File: config.mk
export PLATFORM = sky130hd
export DESIGN_NAME = uacr_regs
export DESIGN_NICKNAME = d
export VERILOG_FILES = /design/src/core/uacr_pkg.sv /design/src/core/uacr_regs.sv
export SDC_FILE = /design/constraint.sdc
export NUM_CORES = 1
export LEC_CHECK = 0
export BUFFER_PORTS_ARGS = -buffer_cell sky130_fd_sc_hd__buf_2
export CAP_MARGIN = 25
export CELL_PAD_IN_SITES_DETAIL_PLACEMENT = 0
export CELL_PAD_IN_SITES_GLOBAL_PLACEMENT = 2
export CORE_MARGIN = 2
export CORE_UTILIZATION = 43
export CTS_CLUSTER_DIAMETER = 50
export CTS_CLUSTER_SIZE = 20
export DETAILED_ROUTE_END_ITERATION = 7
export PLACE_DENSITY_LB_ADDON = 0.2
export SETUP_SLACK_MARGIN = 0.05
export SLEW_MARGIN = 20
export SYNTH_ARGS = -nofsm -noshare
export SYNTH_HDL_FRONTEND = slang
export SYNTH_SLANG_ARGS = --single-unit
File: constraint.sdc
create_clock -name clk_in -period 11.61 [get_ports clk_in]
set_clock_uncertainty 0.1 [all_clocks]
set_input_delay 1.161 -clock clk_in [delete_from_list [all_inputs] [get_ports clk_in]]
set_output_delay 1.161 -clock clk_in [all_outputs]
set_load 0.02 [all_outputs]
File: src/core/uacr_pkg.sv
package uacr_pkg;

    // register addresses
    localparam logic [5:0] UACR_ADDR_TX_DIV   = 6'h00;
    localparam logic [5:0] UACR_ADDR_RX_COUNT = 6'h01;
    localparam logic [5:0] UACR_ADDR_ANALOG   = 6'h02;
    localparam logic [5:0] UACR_ADDR_RX_QUAL  = 6'h03;
    localparam logic [5:0] UACR_ADDR_TX_SHAPE = 6'h04;
    localparam logic [5:0] UACR_ADDR_GAIN_HI  = 6'h05;
    localparam logic [5:0] UACR_ADDR_TIME_LO  = 6'h06;

    // reset values
    localparam logic [7:0] UACR_RST_TX_DIV   = 8'h45;
    localparam logic [7:0] UACR_RST_RX_COUNT = 8'h40;
    localparam logic [7:0] UACR_RST_ANALOG   = 8'h00;
    localparam logic [7:0] UACR_RST_RX_QUAL  = 8'h03;
    localparam logic [7:0] UACR_RST_TX_SHAPE = 8'h1f;
    localparam logic [7:0] UACR_RST_GAIN_HI  = 8'h00;
    localparam logic [7:0] UACR_RST_TIME_LO  = 8'h00;

    // field positions
    localparam int UACR_CMD_RW_BIT  = 6;
    localparam int UACR_BIT_COMMON  = 7;
    localparam int UACR_BIT_MEAS    = 6;
    localparam int UACR_BIT_DAMP    = 5;
    localparam int UACR_BIT_CHAN    = 6;
    localparam int UACR_BIT_SENSOR  = 5;
    localparam int UACR_BIT_TCLK    = 4;
    localparam int UACR_BIT_BLANK   = 3;
    localparam int UACR_BIT_ECHO    = 6;
    localparam int UACR_BIT_TRIG    = 5;
    localparam int UACR_BIT_PGA_BYP = 4;
    localparam int UACR_BIT_LNA_BYP = 3;
    localparam int UACR_BIT_LOW_NOISE_AMP_FEEDBACK  = 2;

    // counts
    localparam logic [6:0] UACR_STOP_FREE_RUN = 7'h20;
    localparam logic [3:0] UACR_TEMP_DIV_LOG2 = 4'h3;
    localparam logic [3:0] UACR_FRAME_BITS    = 4'h8;

    // serial pins
    typedef struct packed {
        logic sclk;
        logic cs_n;
        logic sdi;
    } uacr_spi_in_type;

    // decoded configuration
    typedef struct packed {
        logic [6:0] stop_pulse_count;
        logic       common_mode_source;
        logic       measurement_type;
        logic       burst_damping;
        logic       temp_channel_select;
        logic       sensor_type_select;
        logic [8:0] temp_clock_divide;
        logic       power_blanking;
        logic [2:0] echo_threshold;
        logic       echo_mode;
        logic       trigger_edge_select;
        logic [4:0] phase_inversion_position;
        logic [2:0] programmable_amp_gain;
        logic [4:0] programmable_amp_gain_db;
        logic       programmable_amp_bypass;
        logic       low_noise_amp_bypass;
        logic       low_noise_amp_feedback;
        logic [9:0] timing_value;
        logic [2:0] transmit_frequency_divider;
        logic [8:0] transmit_divide;
    } uacr_cfg_type;

endpackage

File: src/core/uacr_regs.sv
`timescale 1ns/10ps
// What this block does
// receive count 0 gives 32 stop pulses, 1 to 7 give that many
// host writes zero into reserved bits of receive and analog registers
// analog bit 7 picks common-mode source, internal at reset
// analog bit 6 picks time-of-flight or temperature measurement
// analog bit 5 enables transmit burst damping, off at reset
// qualification bit 6 picks temperature channels measured
// qualification bit 5 picks 1000-ohm or 500-ohm sensor
// qualification bit 4 picks divide by 8 or transmit divider in temperature mode
// qualification bit 3 enables power blanking using the timing field
// three-bit echo threshold code, reset to code 3
// shaping bit 6 picks single or multi echo
// shaping bit 5 picks rising or falling trigger edge
// five-bit phase inversion position, reset to 31
// host should avoid phase inversion positions 0 and 1
// amplifier gain code gives 3 dB per step, 0 to 21 dB
// gain register bit 4 bypasses and powers off the amplifier
// gain register bit 3 bypasses and powers off the low-noise amplifier
// gain register bit 2 picks capacitive or resistive feedback
// gain register bits 1:0 are timing field upper bits, reset zero
// reset loads 00, 03, 1f, 00 into the four registers
// transmit divider code n divides by 2 to the n+1, default 8
// timing field low byte sits at address 6
// serial access: command byte with rw bit and 6-bit address, one data byte
// every field reads back last written value or reset value
module uacr_regs
    import uacr_pkg::*;
(
    // clock and reset
    input  wire logic                    clk_in,
    input  wire logic                    rst_in,
    // serial pins
    input  wire uacr_pkg::uacr_spi_in_type spi_in,
    output logic                         sdo_out,
    output logic                         sdo_oe_out,
    // configuration to the analog front end
    output uacr_pkg::uacr_cfg_type       cfg_out
);
    import uacr_pkg::*;

    typedef enum logic [1:0] {UACR_IDLE, UACR_CMD, UACR_DATA, UACR_DONE} uacr_state_type;

    // pin synchronisers
    logic [2:0] sync1_r;
    logic [2:0] sync2_r;
    logic       sclk_prev_r;
    logic       sclk_s;
    logic       cs_n_s;
    logic       sdi_s;
    logic       sclk_rise;
    logic       sclk_fall;

    // serial engine
    uacr_state_type state_r;
    uacr_state_type state_nxt;
    logic [3:0]     bit_cnt_r;
    logic [3:0]     bit_cnt_nxt;
    logic [7:0]     shift_r;
    logic [7:0]     shift_nxt;
    logic           is_read_r;
    logic           is_read_nxt;
    logic [5:0]     addr_r;
    logic [5:0]     addr_nxt;
    logic [7:0]     rd_shift_r;
    logic [7:0]     rd_shift_nxt;
    logic           sdo_r;
    logic           sdo_nxt;
    logic           oe_r;
    logic           oe_nxt;
    logic           wr_stb;
    logic [7:0]     wr_byte;

    // register bank
    logic [7:0] tx_div_r;
    logic [7:0] rx_count_r;
    logic [7:0] analog_mode_config_r;
    logic [7:0] receive_qualification_config_r;
    logic [7:0] transmit_shaping_config_r;
    logic [7:0] gain_and_timing_high_r;
    logic [7:0] time_lo_r;
    logic [7:0] tx_div_nxt;
    logic [7:0] rx_count_nxt;
    logic [7:0] analog_nxt;
    logic [7:0] rx_qual_nxt;
    logic [7:0] tx_shape_nxt;
    logic [7:0] gain_hi_nxt;
    logic [7:0] time_lo_nxt;
    logic [7:0] rd_data;

    uacr_cfg_type cfg_r;
    uacr_cfg_type cfg_nxt;

    // two flip-flops on every pin
    always_ff @(posedge clk_in or posedge rst_in)
    begin
        if (rst_in)
        begin
            sync1_r     <= 3'h2;
            sync2_r     <= 3'h2;
            sclk_prev_r <= 1'b0;
        end
        else
        begin
            sync1_r     <= spi_in;
            sync2_r     <= sync1_r;
            sclk_prev_r <= sync2_r[2];
        end
    end

    assign sclk_s    = sync2_r[2];
    assign cs_n_s    = sync2_r[1];
    assign sdi_s     = sync2_r[0];
    assign sclk_rise = sclk_s & ~sclk_prev_r;
    assign sclk_fall = ~sclk_s & sclk_prev_r;

    // read mux
    always_comb
    begin
        unique case (addr_r)
            UACR_ADDR_TX_DIV:   rd_data = tx_div_r;
            UACR_ADDR_RX_COUNT: rd_data = rx_count_r;
            UACR_ADDR_ANALOG:   rd_data = analog_mode_config_r;
            UACR_ADDR_RX_QUAL:  rd_data = receive_qualification_config_r;
            UACR_ADDR_TX_SHAPE: rd_data = transmit_shaping_config_r;
            UACR_ADDR_GAIN_HI:  rd_data = gain_and_timing_high_r;
            UACR_ADDR_TIME_LO:  rd_data = time_lo_r;
            default:            rd_data = 8'h00;
        endcase
    end

    // serial engine, mode 0: sample on rise, shift out on fall
    always_comb
    begin
        state_nxt    = state_r;
        bit_cnt_nxt  = bit_cnt_r;
        shift_nxt    = shift_r;
        is_read_nxt  = is_read_r;
        addr_nxt     = addr_r;
        rd_shift_nxt = rd_shift_r;
        sdo_nxt      = sdo_r;
        oe_nxt       = oe_r;
        wr_stb       = 1'b0;
        wr_byte      = 8'h00;
        if (cs_n_s)
        begin
            state_nxt   = UACR_IDLE;
            oe_nxt      = 1'b0;
            sdo_nxt     = 1'b0;
        end
        else
        begin
            unique case (state_r)
                UACR_IDLE:
                begin
                    state_nxt   = UACR_CMD;
                    bit_cnt_nxt = 4'h0;
                end
                UACR_CMD:
                begin
                    if (sclk_rise)
                    begin
                        shift_nxt   = {shift_r[6:0], sdi_s};
                        bit_cnt_nxt = bit_cnt_r + 4'h1;
                        if (bit_cnt_r == UACR_FRAME_BITS - 4'h1)
                        begin
                            // command byte: reserved, rw, 6-bit address
                            is_read_nxt  = ~shift_nxt[UACR_CMD_RW_BIT];
                            addr_nxt     = shift_nxt[5:0];
                            bit_cnt_nxt  = 4'h0;
                            state_nxt    = UACR_DATA;
                        end
                    end
                end
                UACR_DATA:
                begin
                    if (sclk_fall && is_read_r)
                    begin
                        oe_nxt = 1'b1;
                        if (bit_cnt_r == 4'h0)
                        begin
                            // first data fall fetches the addressed register
                            sdo_nxt      = rd_data[7];
                            rd_shift_nxt = {rd_data[6:0], 1'b0};
                        end
                        else
                        begin
                            sdo_nxt      = rd_shift_r[7];
                            rd_shift_nxt = {rd_shift_r[6:0], 1'b0};
                        end
                    end
                    if (sclk_rise)
                    begin
                        shift_nxt   = {shift_r[6:0], sdi_s};
                        bit_cnt_nxt = bit_cnt_r + 4'h1;
                        if (bit_cnt_r == UACR_FRAME_BITS - 4'h1)
                        begin
                            wr_stb    = ~is_read_r;
                            wr_byte   = shift_nxt;
                            state_nxt = UACR_DONE;
                        end
                    end
                end
                UACR_DONE:
                begin
                    if (sclk_fall)
                    begin
                        oe_nxt = 1'b0;
                    end
                end
            endcase
        end
    end

    // register writes; all bits stored so reads return them
    always_comb
    begin
        tx_div_nxt   = tx_div_r;
        rx_count_nxt = rx_count_r;
        analog_nxt   = analog_mode_config_r;
        rx_qual_nxt  = receive_qualification_config_r;
        tx_shape_nxt = transmit_shaping_config_r;
        gain_hi_nxt  = gain_and_timing_high_r;
        time_lo_nxt  = time_lo_r;
        if (wr_stb)
        begin
            unique case (addr_r)
                UACR_ADDR_TX_DIV:   tx_div_nxt   = wr_byte;
                UACR_ADDR_RX_COUNT: rx_count_nxt = wr_byte;
                UACR_ADDR_ANALOG:   analog_nxt   = wr_byte;
                UACR_ADDR_RX_QUAL:  rx_qual_nxt  = wr_byte;
                UACR_ADDR_TX_SHAPE: tx_shape_nxt = wr_byte;
                UACR_ADDR_GAIN_HI:  gain_hi_nxt  = wr_byte;
                UACR_ADDR_TIME_LO:  time_lo_nxt  = wr_byte;
                default:            time_lo_nxt  = time_lo_r;
            endcase
        end
    end

    // decode of fields onto the analog controls
    always_comb
    begin
        // code 0 means free run with 32 pulses
        if (rx_count_r[2:0] == 3'h0)
        begin
            cfg_nxt.stop_pulse_count = UACR_STOP_FREE_RUN;
        end
        else
        begin
            cfg_nxt.stop_pulse_count = {4'h0, rx_count_r[2:0]};
        end
        cfg_nxt.common_mode_source  = analog_mode_config_r[UACR_BIT_COMMON];
        cfg_nxt.measurement_type    = analog_mode_config_r[UACR_BIT_MEAS];
        cfg_nxt.burst_damping       = analog_mode_config_r[UACR_BIT_DAMP];
        cfg_nxt.temp_channel_select = receive_qualification_config_r[UACR_BIT_CHAN];
        cfg_nxt.sensor_type_select  = receive_qualification_config_r[UACR_BIT_SENSOR];
        cfg_nxt.transmit_frequency_divider = tx_div_r[7:5];
        cfg_nxt.transmit_divide = 9'h002 << tx_div_r[7:5];
        if (receive_qualification_config_r[UACR_BIT_TCLK])
        begin
            cfg_nxt.temp_clock_divide = 9'h002 << tx_div_r[7:5];
        end
        else
        begin
            cfg_nxt.temp_clock_divide = 9'h001 << UACR_TEMP_DIV_LOG2;
        end
        cfg_nxt.power_blanking = receive_qualification_config_r[UACR_BIT_BLANK];
        cfg_nxt.echo_threshold = receive_qualification_config_r[2:0];
        cfg_nxt.echo_mode      = transmit_shaping_config_r[UACR_BIT_ECHO];
        cfg_nxt.trigger_edge_select = transmit_shaping_config_r[UACR_BIT_TRIG];
        cfg_nxt.phase_inversion_position = transmit_shaping_config_r[4:0];
        cfg_nxt.programmable_amp_gain = gain_and_timing_high_r[7:5];
        cfg_nxt.programmable_amp_gain_db =
            {2'h0, gain_and_timing_high_r[7:5]} * 5'h03;
        cfg_nxt.programmable_amp_bypass = gain_and_timing_high_r[UACR_BIT_PGA_BYP];
        cfg_nxt.low_noise_amp_bypass    = gain_and_timing_high_r[UACR_BIT_LNA_BYP];
        cfg_nxt.low_noise_amp_feedback  = gain_and_timing_high_r[UACR_BIT_LOW_NOISE_AMP_FEEDBACK];
        cfg_nxt.timing_value = {gain_and_timing_high_r[1:0], time_lo_r};
    end

    always_ff @(posedge clk_in or posedge rst_in)
    begin
        if (rst_in)
        begin
            state_r    <= UACR_IDLE;
            bit_cnt_r  <= 4'h0;
            shift_r    <= 8'h00;
            is_read_r  <= 1'b0;
            addr_r     <= 6'h00;
            rd_shift_r <= 8'h00;
            sdo_r      <= 1'b0;
            oe_r       <= 1'b0;
            tx_div_r   <= UACR_RST_TX_DIV;
            rx_count_r <= UACR_RST_RX_COUNT;
            analog_mode_config_r           <= UACR_RST_ANALOG;
            receive_qualification_config_r <= UACR_RST_RX_QUAL;
            transmit_shaping_config_r      <= UACR_RST_TX_SHAPE;
            gain_and_timing_high_r         <= UACR_RST_GAIN_HI;
            time_lo_r  <= UACR_RST_TIME_LO;
            cfg_r      <= '0;
        end
        else
        begin
            state_r    <= state_nxt;
            bit_cnt_r  <= bit_cnt_nxt;
            shift_r    <= shift_nxt;
            is_read_r  <= is_read_nxt;
            addr_r     <= addr_nxt;
            rd_shift_r <= rd_shift_nxt;
            sdo_r      <= sdo_nxt;
            oe_r       <= oe_nxt;
            tx_div_r   <= tx_div_nxt;
            rx_count_r <= rx_count_nxt;
            analog_mode_config_r           <= analog_nxt;
            receive_qualification_config_r <= rx_qual_nxt;
            transmit_shaping_config_r      <= tx_shape_nxt;
            gain_and_timing_high_r         <= gain_hi_nxt;
            time_lo_r  <= time_lo_nxt;
            cfg_r      <= cfg_nxt;
        end
    end

    assign sdo_out    = sdo_r;
    assign sdo_oe_out = oe_r;
    assign cfg_out    = cfg_r;

endmodule

==> impl_metrics.csv, run 1 <==
group,metric,value,unit
setup_path,max_stage_delay,0.58,ns
pwr,p_leak,3.59,nW
outcome,status,"finished, final reports clean",
global_route,grt.overflow.total,0,
pwr,combPwrFrac,0.066,
clock_tree,cts_buffers,17,
setup_path,critPathSlowestCell,"dfrtp_1",
die,die_x,122,µm
setup_path,end_kind,"flop",
synth,yosysTopAreaCellShare,0.575,
timing,min_period,2.50,ns
detailed_routing,ant_nets,0,
timing,setup_viol,0,
synth,synth_top_cell_by_area,"dfrtp_1",
setup_path,timing.critical_path.from,"addr_r[2]$_DFFE_PP0P_",
pwr,p_seq_frac,0.465,
synth,async_flop_share,1.00,
pwr,power_density,172,nW/µm²
placed_design,port_buffers,66,
synth,synth.most_common_cell,"dfrtp_1",
global_route,grt_pass1_wl,19.3,mm
setup_path,crit_path_cell_trace,"nor3_1, and3_1, inv_1, nor2_2, mux2_2",
synth,postSynthRegisterBits,151,
timing,period_share,0.215,
placed_design,hpwl,8.21,mm
setup_path,r2r-start,"addr_r[2]$_DFFE_PP0P_",
min_path,hold_end,"sync2_r[0]$_DFF_PP0_",
die,die-area,14900,µm²
timing,rsz0062_at_grt,"false",
die,start_util,0.436,
min_path,worstHoldStart,"sync1_r[0]$_DFF_PP0_",
setup_path,rrSetupSlack,9.11,ns
clock_tree,insertion_delay,0.42,ns
synth,synth.avg_cell_area,13.8,µm²
detailed_routing,vias_per_cell,5.12,
final_layout,nFillCells,1250,
pwr,swShare,0.235,
timing,hold_viol,0,
pwr,p_int,937,µW
final_layout,drive_gt1_frac,0.386,
clock_tree,tritoncts,"built",
timing,maxClockFrequency,400,MHz
setup_path,criticalPathCategory,"reg -> reg",
clock_tree,cts_buffer_depth,2,
timing,final.setup.tns,0,ns
synth,yosys_most_used_dff,"dfrtp_1",
clock_tree,clock-root-buffer,"clkbuf_16",
synth,synthTopCellsByCount,"dfrtp_1, mux2_2, nor2_1",
clock_tree,cts_sinks,151,
synth,yosys_warnings,0,
global_route,grt_pass1_vias,3497,
detailed_routing,dr_total_vias,3549,
setup_path,worst-path-max-fanout,13,
synth,synth.distinct_cells,48,
final_layout,fin_nets,515,
placed_design,place_congestion,0.793,
clock_tree,post_cts_buffers,0,
synth,syn_inst,435,
clock_tree,path_clk_slew,0.06,ns
global_route,grt_max_degree,80,
clock_tree,cts_resized,0,
detailed_routing,drt_iter0_markers,171,
synth,syn-cell-area,6010,µm²
global_route,antenna_found_initial,0,
clock_tree,cts_htree_levels,4,
setup_path,cp_data_required_time,11.82,ns
synth,synth_area_leaders,"dfrtp_1, mux2_2, dfstp_2, mux2_4, mux2i_1",
global_route,grtUsageTotal,0.178,
die,num_io_pins,72,
flow_run,drv_cap,0,
detailed_routing,wirelength,12.3,mm
min_path,min_path_cells,0,
timing,relSlewSlack,0.542,
die,fp-row-count,43,
min_path,min_path_type,"reg -> reg",
detailed_routing,drt-pass1-iter-count,4,
pwr,power_switching,287,µW
setup_path,ff2ff_path_depth,5,
final_layout,areaGrowthSynthToFinish,18.2,%
die,die_h,122,µm
synth,synth_edf_count,0,
detailed_routing,post_drt_wl_per_cell,17.8,µm
setup_path,critPathArrivalTime,2.71,ns
synth,ys_seq_area_frac,0.632,
setup_path,start_kind,"flop",
final_layout,fin_util,0.515,
pwr,ir_drop,0.0891,mV
clock_tree,postCtsHoldBufs,0,
timing,worstMarginPinSlew,0.684,ns
pwr,power_frac_clock,0.469,
timing,drv_slew,0,
detailed_routing,post-route-drc-count,0,
setup_path,reg2reg_to,"receive_qualification_config_r[3]$_DFFE_PP0P_",
final_layout,diodes,0,
die,core_area,13800,µm²
critical path, delay by kind of cell (launching register included):
| kind | cells | cell delay, ns |
|---|---|---|
| buf+inv | 1 | 0.08 |
| flops | 1 | 0.58 |
| mux | 1 | 0.40 |
| simple gates | 3 | 1.23 |
worst max-delay path by stage:
stage / cells past startpoint / to / slack, ns
floorplan: 1 / addr_r[0]$_DFFE_PP0P_ / 6.31
global placement: 3 / cfg_out[18]$_DFF_PP0_ / 8.72
detailed placement: 3 / cfg_out[12]$_DFF_PP0_ / 8.69
CTS: 5 / receive_qualification_config_r[3]$_DFFE_PP0P_ / 9.09
global route: 5 / receive_qualification_config_r[3]$_DFFE_PP0P_ / 8.92
finish: 5 / receive_qualification_config_r[3]$_DFFE_PP0P_ / 9.11
metal layers:
metal | up-vias | wire (µm) | track usage
met2 | 69 | 5870 | 0.271
met3 | 19 | 504 | 0.0445
met4 | 0 | 218 | 0.0733
li1 | 1649 | - | -
met1 | 1812 | 5760 | 0.244
met5 | - | 0 | 0
power groups by stage:
| stage | sequential [mW] | combinational (mW) | clock (mW) |
|---|---|---|---|
| after floorplan | 0.555 | 0.0784 | 0 |
| after global placement | 0.579 | 0.0788 | 0 |
| after detailed placement | 0.580 | 0.0804 | 0 |
| after CTS | 0.571 | 0.0810 | 0.586 |
| after global routing | 0.573 | 0.0910 | 0.608 |
| final | 0.570 | 0.0808 | 0.574 |
layout by cell type (no fill, tap or decap), drive strengths merged, types with 3 or more instances in the layout:
master and n:
dfrtp 138, nand3 6, nor2b 6, nand2b 3
a31oi 3, inv 8, or3 3, and3 3
dfstp 13, conb 5, bufinv 4, a22oi 6
nor3b 4, o21ai 10, a211oi 5, mux2 71
a21oi 11, buf 69, clkbuf 19, nor3 8
nand2 14, clkinv 5, clkinvlp 4, nand3b 4
ha 9, mux2i 14, nor2 37, o22ai 12
registers in the layout, indices dropped and copies added (netlist names), 4 cells and up:
name and flops:
addr_r 6, bit_cnt_r 4, time_lo_r 8, rd_shift_r 7
shift_r 7, rx_count_r 8, tx_div_r 8, receive_qualification_config_r 8
analog_mode_config_r 8, gain_and_timing_high_r 8, cfg_out 59, transmit_shaping_config_r 8
cells by family after synthesis:
| group | synth area share |
|---|---|
| flops | 0.632 |
| fa+ha+maj | 0.0221 |
| other cells | 0.000624 |
| mux | 0.170 |
| simple gates | 0.0869 |
| buf+inv | 0.0285 |
| xor+xnor | 0.00146 |
| compound gates | 0.0585 |
cell type report:
class	instances	area, µm²	share of cell area
repair buffers	69	365	0.0515
flip-flops and latches	151	3790	0.535
clock inverters	13	179	0.0252
well taps	180	225	0.0317
multi-input cells	253	2060	0.290
clock buffers	19	443	0.0624
inverters	8	35.0	0.00494
stage by stage:
step	setup slack, ns	cell area, µm²	power, mW	hold slack (ns)	instances
after global placement	8.72	6460	0.658	0.232	660
after CTS	9.09	7080	1.24	0.253	692
after detailed placement	8.69	6460	0.660	0.239	660
final	9.11	7100	1.22	0.249	693
after global routing	8.92	7100	1.27	0.263	693
after floorplan	6.31	6020	0.633	0.231	439
(Power assumes the default switching activity.)
==> run 2, diff against run 1 <==
Settings changed: CORE_UTILIZATION 43 to 36.
Clock period 11.61 ns to 2.1 ns, I/O delays scaled along.
==> impl_metrics.csv, run 2 (same netlist as run 1, synthesis figures left out) <==
group,metric,value,unit
pwr,power_density,853,nW/µm²
global_route,antenna_found_initial,0,
die,die-area,17700,µm²
die,num_io_pins,72,
timing,setup_viol,0,
pwr,finalPower,6.57,mW
detailed_routing,ant_nets,0,
global_route,grt_pass1_vias,3934,
die,die_h,133,µm
clock_tree,path_clk_slew,0.07,ns
global_route,grt_pass1_wl,22.4,mm
clock_tree,cts_htree_levels,4,
placed_design,hpwl,9.51,mm
global_route,grt.overflow.total,0,
pwr,ir_drop,0.577,mV
setup_path,start_kind,"flop",
clock_tree,insertion_delay,0.43,ns
setup_path,end_kind,"flop",
detailed_routing,dr_total_vias,3786,
placed_design,place_area,6840,µm²
detailed_routing,post-route-drc-count,0,
timing,rsz0062_at_grt,"true",
die,die_x,133,µm
detailed_routing,drt-pass1-iter-count,4,
detailed_routing,vias_per_cell,4.86,
clock_tree,clock-root-buffer,"clkbuf_16",
clock_tree,cts_buffer_depth,2,
clock_tree,tritoncts,"built",
placed_design,port_buffers,66,
setup_path,criticalPathCategory,"reg -> reg",
timing,maxClockFrequency,487,MHz
timing,worstMarginPinSlew,0.641,ns
setup_path,cp_num_buf_inv,1,
die,start_util,0.365,
final_layout,diodes,0,
die,core_area,16500,µm²
min_path,min_path_type,"reg -> reg",
detailed_routing,wirelength,13.8,mm
die,fp-row-count,47,
detailed_routing,post_drt_wl_per_cell,17.7,µm
final_layout,mostFrequentLayoutCells,"dfrtp_1, buf_2, mux2_4",
flow_run,drv_cap,0,
outcome,status,"finished, final reports clean",
setup_path,path_delay_family,"simple AND/OR/NAND/NOR gates",
detailed_routing,drt_iter0_markers,249,
final_layout,nFillCells,1502,
final_layout,areaGrowthSynthToFinish,28.2,%
timing,relSlewSlack,0.572,
final_layout,final_common_cell,"dfrtp_1",
timing,fin_worst_hold_slack,0.249,ns
setup_path,critPathArrivalTime,2.27,ns
final_layout,fin_nets,561,
final_layout,drive_gt1_frac,0.451,
pwr,p_leak,3.88,nW
setup_path,worst-path-max-fanout,8,
clock_tree,cts_buffers,17,
timing,period_share,0.977,
final_layout,fin_util,0.468,
setup_path,crit_path_cell_trace,"ha_4, nand3b_4, nor3_4, nand3b_4, or3_4, buf_8, mux2_4",
setup_path,crit_top_cell,"nand3b_4",
setup_path,max_stage_delay,0.39,ns
global_route,grtUsageTotal,0.167,
setup_path,cp_data_required_time,2.32,ns
timing,min_period,2.05,ns
timing,hold_viol,0,
global_route,grt_max_degree,59,
timing,drv_slew,0,
final_layout,finalInstanceArea,7700,µm²
final_layout,largest_reg_flops,59,
placed_design,place_congestion,0.860,
clock_tree,cts_sinks,151,
setup_path,critPathSlowestCell,"dfrtp_1",
## run 2: changes by cell type in the layout (fill, tap and decap cells not counted), moves of 5 or more
cell	delta
mux2_4	+24
nor2_2	-5
buf_4	+28
nor2_4	+5
mux2_2	-24
buf_6	+11
## run 2: repair_timing
item | in CTS | in global routing
cloned | 0 | 0
gates resized for setup | 11 | 45
endpoints found under the hold margin | 29 | 0
buffers inserted | 2 | 2
pin swaps | 2 | 4
hold buffers | 4 | 0
endpoints found under the setup margin | 51 | 67
## run 2: where the power goes
group	total [mW]	internal [mW]	switching (mW)
logic	0.517	0.240	0.277
clock network	2.88	1.60	1.28
registers	3.18	2.98	0.194
total	6.57	4.82	1.75
## run 2: path summary, 6_finish.rpt
path / end / cells after the start / slack, ns / start
max reg2reg: rx_count_r[5]$_DFFE_PP0P_ / 7 / 0.05 / bit_cnt_r[0]$_DFFE_PP0P_
min in group asynchronous: cfg_out[48]$_DFF_PP0_ / 3 / 0.32 / rst_in
max: rx_count_r[5]$_DFFE_PP0P_ / 7 / 0.05 / bit_cnt_r[0]$_DFFE_PP0P_
min reg2reg: sync2_r[0]$_DFF_PP0_ / 0 / 0.25 / sync1_r[0]$_DFF_PP0_
max in group asynchronous: sync2_r[1]$_DFF_PP1_ / 4 / 0.83 / rst_in
min: sync2_r[0]$_DFF_PP0_ / 0 / 0.25 / sync1_r[0]$_DFF_PP0_
## run 2: metrics by stage
stage          TNS (ns)  setup WS, ns  cells
6_report              0        0.0482    779
5_1_grt          -0.921       -0.0497    779
4_1_cts               0        0.0166    777
3_5_place_dp     -0.809       -0.0544    739
3_3_place_gp     -0.134       -0.0345    739
2_1_floorplan    -14.12        -0.102    439
## run 2: metal layers
metal,GRT usage,wire (µm),up-vias,part of all wire
met5,0,0,-,0
met4,0.0479,137,0,0.0099
met3,0.0487,576,12,0.042
met2,0.252,6510,74,0.47
met1,0.236,6570,1963,0.48
li1,-,-,1737,-
## run 2: area by class of cell
type	count	area, µm²	area share
clock buffers	19	453	0.0588
multi-input cells	253	2240	0.290
repair buffers	115	795	0.103
well taps	220	275	0.0357
flip-flops and latches	151	3800	0.493
clock inverters	13	113	0.0146
inverters	8	33.8	0.00439
